[src/verilog/bsl_consts.svh]
`ifndef BSL_CONSTS_SVH
`define BSL_CONSTS_SVH

// Clock rate in kHz, so that a time in ms times this is a cycle count
`define BSL_CLK_KHZ 50000
// Half period of every flashing indicator (about 4 Hz toggle, 2 Hz blink)
`define BSL_BLINK_HALF_MS 250
// Startup stagger per slot position
`define BSL_STAGGER_MS 20
// Cycles after reset before the slot position is trusted
`define BSL_SETTLE_CYC 32'h0000_0010
// Dark half periods between two error bursts, beyond the usual one between flashes
`define BSL_PAUSE_HALVES 4'h6

`define BSL_OFS_SN_LO 12'h104
`define BSL_OFS_SN_HI 12'h108
`define BSL_SN_LO_RSV 4'h0
`define BSL_SN_HI_RSV 8'h00
`define BSL_WORD_NONE 32'h0000_0000

`endif

[src/verilog/bsl_pkg.sv]
package bsl_pkg;

   typedef enum logic [4:0]
   {
      BSL_ST_SETTLE  = 5'h01,
      BSL_ST_STAGGER = 5'h02,
      BSL_ST_WR_LO   = 5'h04,
      BSL_ST_WR_HI   = 5'h08,
      BSL_ST_RUN     = 5'h10
   } bsl_phase_t;

   typedef struct packed
   {
      logic up;
      logic gen3;
   } bsl_link_t;

   typedef struct packed
   {
      logic prep;
      logic safe;
   } bsl_hs_t;

   typedef struct packed
   {
      logic valid;
      logic known;
      logic [3:0] code;
   } bsl_fail_t;

   typedef struct packed
   {
      logic [31:0] cnt;
      logic phase;
      logic tick;
   } bsl_blink_st_t;

   typedef struct packed
   {
      logic [3:0] ga_s1;
      logic [3:0] ga_s2;
      logic [3:0] ga_s3;
      logic [3:0] ga_cap;
      bsl_phase_t phase;
      logic [31:0] wait_cnt;
      logic [3:0] slots_left;
      logic cfg_wr;
      logic [11:0] cfg_addr;
      logic [31:0] cfg_data;
      logic startup_done;
      logic [31:0] rd_data;
      logic rd_valid;
      logic removal_led;
      logic failure_led;
      logic cable_led;
      logic fibre_led;
      logic err_lit;
      logic [3:0] flash_cnt;
      logic [3:0] pause_cnt;
   } bsl_top_st_t;

endpackage

[src/verilog/bsl_top.sv]
`timescale 1ns/1ps
`include "bsl_consts.svh"

module bsl_top
#(
   parameter int unsigned BLINK_HALF_CYC =
      `BSL_BLINK_HALF_MS * `BSL_CLK_KHZ,
   parameter int unsigned STAGGER_CYC = `BSL_STAGGER_MS * `BSL_CLK_KHZ
)
(
   input wire logic clk,
   input wire logic rst,
   input wire logic [3:0] slot_position_inputs,
   input wire logic [47:0] port_mac_addr,
   input wire bsl_pkg::bsl_hs_t hotswap,
   input wire bsl_pkg::bsl_fail_t failure,
   input wire bsl_pkg::bsl_link_t cable_link,
   input wire bsl_pkg::bsl_link_t fibre_link,
   input wire logic rd_en,
   input wire logic [11:0] rd_addr,
   output logic [31:0] rd_data_q,
   output logic rd_valid_q,
   output logic cfg_wr_q,
   output logic [11:0] cfg_addr_q,
   output logic [31:0] cfg_data_q,
   output logic startup_done_q,
   output logic removal_led_q,
   output logic failure_led_q,
   output logic cable_link_indicator_q,
   output logic fibre_link_indicator_q
);
   import bsl_pkg::*;

   bsl_top_st_t s_q;
   bsl_top_st_t s_d;
   logic blink_ph;
   logic blink_tick;
   logic fail_unknown;

   // Shared by the config-memory writer and the software read port
   function automatic logic [31:0] sn_word(input logic [11:0] a,
      input logic [3:0] ga, input logic [47:0] mac);
      logic [31:0] w;
      w = `BSL_WORD_NONE;
      if (a == `BSL_OFS_SN_LO)
         w = {mac[23:0], `BSL_SN_LO_RSV, ga};
      else if (a == `BSL_OFS_SN_HI)
         w = {mac[47:24], `BSL_SN_HI_RSV};
      return w;
   endfunction

   function automatic logic link_led(input bsl_link_t l, input logic ph);
      return l.up & (l.gen3 | ph);
   endfunction

   bsl_blink
   #(
      .HALF_CYC(BLINK_HALF_CYC)
   )
   u_blink
   (
      .clk(clk),
      .rst(rst),
      .phase_q(blink_ph),
      .tick_q(blink_tick)
   );

   // Code zero cannot be counted out, so it is shown as unknown
   assign fail_unknown = ~failure.known | (failure.code == 4'h0);

   always_comb
   begin
      s_d = s_q;
      // Pin synchroniser; only stages two and three are compared
      s_d.ga_s1 = slot_position_inputs;
      s_d.ga_s2 = s_q.ga_s1;
      s_d.ga_s3 = s_q.ga_s2;
      s_d.cfg_wr = 1'b0;

      unique case (s_q.phase)
         BSL_ST_SETTLE:
         begin
            if (s_q.wait_cnt >= `BSL_SETTLE_CYC &&
                s_q.ga_s2 == s_q.ga_s3)
            begin
               s_d.ga_cap = s_q.ga_s3;
               s_d.slots_left = s_q.ga_s3;
               s_d.wait_cnt = 32'h0000_0000;
               s_d.phase = BSL_ST_STAGGER;
            end
            else
            begin
               s_d.wait_cnt = 32'(s_q.wait_cnt + 32'h0000_0001);
            end
         end
         BSL_ST_STAGGER:
         begin
            // Wait ga times one stagger slice, no multiplier needed
            if (s_q.slots_left == 4'h0)
            begin
               s_d.phase = BSL_ST_WR_LO;
            end
            else if (s_q.wait_cnt == 32'(STAGGER_CYC - 1))
            begin
               s_d.wait_cnt = 32'h0000_0000;
               s_d.slots_left = 4'(s_q.slots_left - 4'h1);
            end
            else
            begin
               s_d.wait_cnt = 32'(s_q.wait_cnt + 32'h0000_0001);
            end
         end
         BSL_ST_WR_LO:
         begin
            s_d.cfg_wr = 1'b1;
            s_d.cfg_addr = `BSL_OFS_SN_LO;
            s_d.cfg_data = sn_word(`BSL_OFS_SN_LO, s_q.ga_cap,
               port_mac_addr);
            s_d.phase = BSL_ST_WR_HI;
         end
         BSL_ST_WR_HI:
         begin
            s_d.cfg_wr = 1'b1;
            s_d.cfg_addr = `BSL_OFS_SN_HI;
            s_d.cfg_data = sn_word(`BSL_OFS_SN_HI, s_q.ga_cap,
               port_mac_addr);
            s_d.phase = BSL_ST_RUN;
         end
         BSL_ST_RUN:
         begin
            s_d.startup_done = 1'b1;
         end
      endcase

      // Read only: there is no write path into the stored words
      s_d.rd_valid = rd_en;
      s_d.rd_data = rd_en ?
         sn_word(rd_addr, s_q.ga_cap, port_mac_addr) : `BSL_WORD_NONE;

      s_d.removal_led = hotswap.prep ? blink_ph : hotswap.safe;
      s_d.cable_led = link_led(cable_link, blink_ph);
      s_d.fibre_led = link_led(fibre_link, blink_ph);

      if (!failure.valid)
      begin
         s_d.err_lit = 1'b0;
         s_d.flash_cnt = 4'h0;
         s_d.pause_cnt = 4'h0;
         s_d.failure_led = 1'b0;
      end
      else if (fail_unknown)
      begin
         s_d.err_lit = 1'b0;
         s_d.flash_cnt = 4'h0;
         s_d.pause_cnt = 4'h0;
         s_d.failure_led = 1'b1;
      end
      else
      begin
         if (blink_tick)
         begin
            if (s_q.pause_cnt != 4'h0)
            begin
               s_d.pause_cnt = 4'(s_q.pause_cnt - 4'h1);
            end
            else if (!s_q.err_lit)
            begin
               // Code lowered mid-burst: close it, never overshoot
               if (s_q.flash_cnt >= failure.code)
               begin
                  s_d.flash_cnt = 4'h0;
                  s_d.pause_cnt = `BSL_PAUSE_HALVES;
               end
               else
               begin
                  s_d.err_lit = 1'b1;
               end
            end
            else
            begin
               s_d.err_lit = 1'b0;
               if (4'(s_q.flash_cnt + 4'h1) >= failure.code)
               begin
                  s_d.flash_cnt = 4'h0;
                  s_d.pause_cnt = `BSL_PAUSE_HALVES;
               end
               else
               begin
                  s_d.flash_cnt = 4'(s_q.flash_cnt + 4'h1);
               end
            end
         end
         s_d.failure_led = s_d.err_lit;
      end
   end

   always_ff @(posedge clk)
   begin
      if (rst)
      begin
         s_q <= '0;
         s_q.phase <= BSL_ST_SETTLE;
      end
      else
      begin
         s_q <= s_d;
      end
   end

   assign rd_data_q = s_q.rd_data;
   assign rd_valid_q = s_q.rd_valid;
   assign cfg_wr_q = s_q.cfg_wr;
   assign cfg_addr_q = s_q.cfg_addr;
   assign cfg_data_q = s_q.cfg_data;
   assign startup_done_q = s_q.startup_done;
   assign removal_led_q = s_q.removal_led;
   assign failure_led_q = s_q.failure_led;
   assign cable_link_indicator_q = s_q.cable_led;
   assign fibre_link_indicator_q = s_q.fibre_led;
endmodule

[src/verilog/bsl_blink.sv]
`timescale 1ns/1ps
`include "bsl_consts.svh"

module bsl_blink
#(
   parameter int unsigned HALF_CYC = `BSL_BLINK_HALF_MS * `BSL_CLK_KHZ
)
(
   input wire logic clk,
   input wire logic rst,
   output logic phase_q,
   output logic tick_q
);
   import bsl_pkg::*;

   bsl_blink_st_t s_q;
   bsl_blink_st_t s_d;

   always_comb
   begin
      s_d = s_q;
      s_d.tick = 1'b0;
      if (s_q.cnt == 32'(HALF_CYC - 1))
      begin
         s_d.cnt = 32'h0000_0000;
         s_d.phase = ~s_q.phase;
         s_d.tick = 1'b1;
      end
      else
      begin
         s_d.cnt = 32'(s_q.cnt + 32'h0000_0001);
      end
   end

   always_ff @(posedge clk)
   begin
      if (rst)
      begin
         s_q <= '0;
      end
      else
      begin
         s_q <= s_d;
      end
   end

   assign phase_q = s_q.phase;
   assign tick_q = s_q.tick;

endmodule

[config.mk]
export PLATFORM = sky130hd
export DESIGN_NAME = bsl_top
export DESIGN_NICKNAME = d
export VERILOG_FILES = /design/src/verilog/bsl_pkg.sv /design/src/verilog/bsl_top.sv /design/src/verilog/bsl_blink.sv
export VERILOG_INCLUDE_DIRS = /design/src /design/src/verilog
export SDC_FILE = /design/constraint.sdc
export NUM_CORES = 1
export LEC_CHECK = 0
export BUFFER_PORTS_ARGS = -buffer_cell sky130_fd_sc_hd__clkbuf_2
export CORE_MARGIN = 1
export CORE_UTILIZATION = 34
export CTS_BUF_LIST = sky130_fd_sc_hd__clkbuf_8
export DETAILED_ROUTE_END_ITERATION = 6
export PLACE_DENSITY = 0.63
export SETUP_SLACK_MARGIN = 0.05
export SYNTH_ARGS = -nofsm -noshare
export SYNTH_HDL_FRONTEND = slang
export SYNTH_SLANG_ARGS = --single-unit
export TNS_END_PERCENT = 5
[constraint.sdc]
create_clock -name clk -period 3 [get_ports clk]
set_input_delay 0.3 -clock clk [delete_from_list [all_inputs] [get_ports clk]]
set_output_delay 0.3 -clock clk [all_outputs]
set_load 0.1 [all_outputs]
==> impl_results.md <==
- Status: finished clean
- Post-CTS sizing: 0
- Clock buffer count from CTS: 17
- Syn Inst Count: 856
- Sw frac: 27.89%
- Cell with the most instances after synthesis: dfxtp_1
- Yosys reg bits: 166
- Share of the synthesized area in the top cell type: 43.72%
- Fill cell count: 2222
- Die Width: 151.5 microns
- WP data arrival: 2.84 ns
- Grt met1 use: 17.12%
- GRT Max-Usage Layer: met2
- GRT overflow: 0
- Syn Area/Cell: 8.880 sq um
- Slowest CP cell: o21ai_0
- Critical Path, Cell by Cell: nor4_2 > nand4_1 > o21ai_0 > o21a_1 > o21bai_2 > buf_4 > nor2_1
- Post-Syn Area: 7601 sq um
- Cell area after layout: 8514 sq um
- Area grow syn2layout: 12.02%
- Final Hold Fails: 0
- Crit Path Max Fanout: 29
- Path type of the worst min-delay path: input pin to flop
- Delay-heaviest family, CP: compound AO/OA/AOI/OAI gates
- Placed cell areas: 8119 sq um
- Largest vdd supply drop: 0.1999 mV
- Via count: 5946
- Vias per Instance: 4.854
- Hold WS: 0.05796 ns
- Power Dens Cells: 489.3 nW/um^2
- Switching Power: 1162 uW
- Sequential fraction of the synthesis area: 43.72%
- Layout cells sized above 1: 21.16%
- Placed insts: 1193
- Row cnt: 54
- CP max stage delay: 0.57 ns
- Initial Utilization: 34.72%
- Post-synth EDFFs: 0
- DR iter-0 viols: 351
- GR Util All Layers: 14.14%
- Clock tree buffer depth: 2
- Sequential Power Share: 53.8%
- Final net count: 1026
- Met3 usage: 3.413%
- Min Clock Period, post-route: 2.447 ns
- Required time worst endpoint: 3.39 ns
- I/O Buffers: 144
- DR pass1 iterations: 4
- Worst reg2reg path startpoint: s_q[106]
- DIE AREA: 22960 sq um
- Routed WL: 16180 microns
- Post-DP HPWL: 11350 microns
- Core Region: 21890 sq um
- Rel. slew slack: 54.36%
- Warnings from Yosys: 0
- Commonest cells post-synth: dfxtp_1 (166), nor2_1 (104), buf_4 (76), nand2_1 (55), a21oi_1 (44)
- Postcts setup bufs: 0
- Initial antenna violation count: 0
- FF/Latch Area: 3323 sq um
- Crit path kind: flop to flop
- P_int: 3004 uW
- Final GP Congestion: 0.7738
- First-pass GRT wire length: 26140 microns
- Setup crit end kind: flop
- Ranking of synthesized cells by area: dfxtp_1 (44%), buf_4 (7.5%), nor2_1 (5.1%)
- Crit path buf inv count: 1
- Root buf cell: clkbuf_8
- Beginning of the critical path: s_q[106]
- Post-Layout Cell Count: 1225
- Main synth FF type: dfxtp_1
- Slew Viols, Final: 0
- Clock share of power: 38.6%
- Unrepaired setup endpoints after global routing: false
- LEAKAGE: 0.003374 uW
- Largest area contributor in the netlist: dfxtp_1
- Wire per inst: 13.21 microns
- Distinct cells, synth: 51
- Worst Hold Launch: port_mac_addr[46]
- Tightest Pin Transition: 0.6775 ns
- Post-synth ARST share: 0%
- ANT cells: 0
- Logic pwr share: 7.6%
- Skew final: 0.01814 ns
- Final worst path period share: 81.57%
- Clock Sinks: 166
- Worst skew pair latency: 0.46 ns
- IO Count: 162
- Largest net degree at the start of global routing: 74
- Multi-input logic area: 3551 sq um
- Type of origin of the critical path: flop
- Fmax: 0.4086 GHz
- H-tree lvl count: 4
- DRT antenna net count: 0
- Vias in the first global route: 5540
- Final setup fails: 0
- Met2 Usage GRT: 24.47%
- Residual DRC count: 0
- Setup tns final: 0 ns
- Clock-pin slew on the worst setup and hold paths: 0.10 ns
- Max-Cap Viols: 0
- DIE HEIGHT: 151.5 microns
- Hold buffers post-CTS: 0
- TritonCTS clock tree: yes
path summary, 6_finish.rpt:
path | end | depth (start not counted) | slack, ns
worst max-delay path | s_q[113] | 7 | 0.55
worst min-delay path | rd_data_q[30] | 2 | 0.06
worst max register to register | s_q[113] | 7 | 0.55
worst min register to register | s_d[140] | 1 | 0.45
cell usage in the layout, fill, tap and decap left out, types with 3 or more instances in the layout:
master / synthesis / routed
a211oi_1: 3 / 3
a21oi_1: 44 / 44
a22o_1: 24 / 24
a22oi_1: 29 / 29
and2_1: 7 / 7
and3_1: 6 / 6
and3b_1: 3 / 3
and4_1: 10 / 10
buf_4: 76 / 11
clkbuf_2: 0 / 144
clkbuf_8: 0 / 17
conb_1: 1 / 17
dfxtp_1: 166 / 166
ha_1: 15 / 15
inv_1: 19 / 20
inv_6: 0 / 7
inv_8: 0 / 3
mux2i_1: 8 / 8
nand2_1: 55 / 55
nand2b_1: 6 / 6
nand3_1: 37 / 37
nand3b_1: 4 / 4
nand4_1: 15 / 15
nor2_1: 104 / 102
nor2b_1: 21 / 21
nor3_1: 19 / 19
nor3b_1: 8 / 6
nor4_1: 25 / 25
nor4_2: 3 / 3
nor4b_1: 8 / 8
o21ai_0: 10 / 10
or3_1: 5 / 5
xnor2_1: 35 / 35
xor2_1: 32 / 32
layout make-up:
class / instances / share of cell area, %
Multi-Input combinational cell: 572 / 41.70
Sequential cell: 166 / 39.03
Timing Repair Buffer: 156 / 9.669
Tap cell: 280 / 4.115
Clock buffer: 17 / 2.748
Clock inverter: 15 / 1.896
Inverter: 19 / 0.8376
per-stage QoR:
stage | utilization, % | total power [uW] | worst slack (ns)
floorplan | - | 2523 | 0.8000
global placement | 37.09 | 2607 | 0.6365
detailed placement | 37.09 | 2608 | 0.6080
CTS | 38.89 | 4232 | 0.5772
global route | 38.89 | 4355 | 0.3230
finish | 38.89 | 4166 | 0.5529
power groups by stage:
stage / combinational [uW] / clock, uW / sequential (uW)
floorplan: 213 / 0 / 2310
global placement: 316 / 0 / 2290
detailed placement: 315 / 0 / 2290
CTS: 317 / 1670 / 2240
global route: 339 / 1770 / 2250
finish: 315 / 1610 / 2240
per-layer routing:
layer | wire length (microns) | vias to the layer above
met5 | 0 | -
met4 | 157 | 0
met3 | 829 | 9
met2 | 7628 | 124
met1 | 7566 | 2778
li1 | - | 3035
cell families after synthesis:
logic type,Yosys count,synth area share [%]
adder cells (fa/ha/maj),15,2.469
flip-flops,166,43.72
other,1,0.04934
buffers and inverters,134,10.60
XOR/XNOR,67,7.720
AO/OA/AOI/OAI,123,10.95
multiplexers,8,1.054
AND/OR/NAND/NOR,342,23.44
flip-flops by register name, summed over array words and instances (netlist names), 3 cells and up:
register,cells
rd_data_q,28
u_blink.s_q,32
s_q,58
cfg_addr_q,3
cfg_data_q,28
s_d,8
Note: power is estimated with default switching activity, not from simulation.
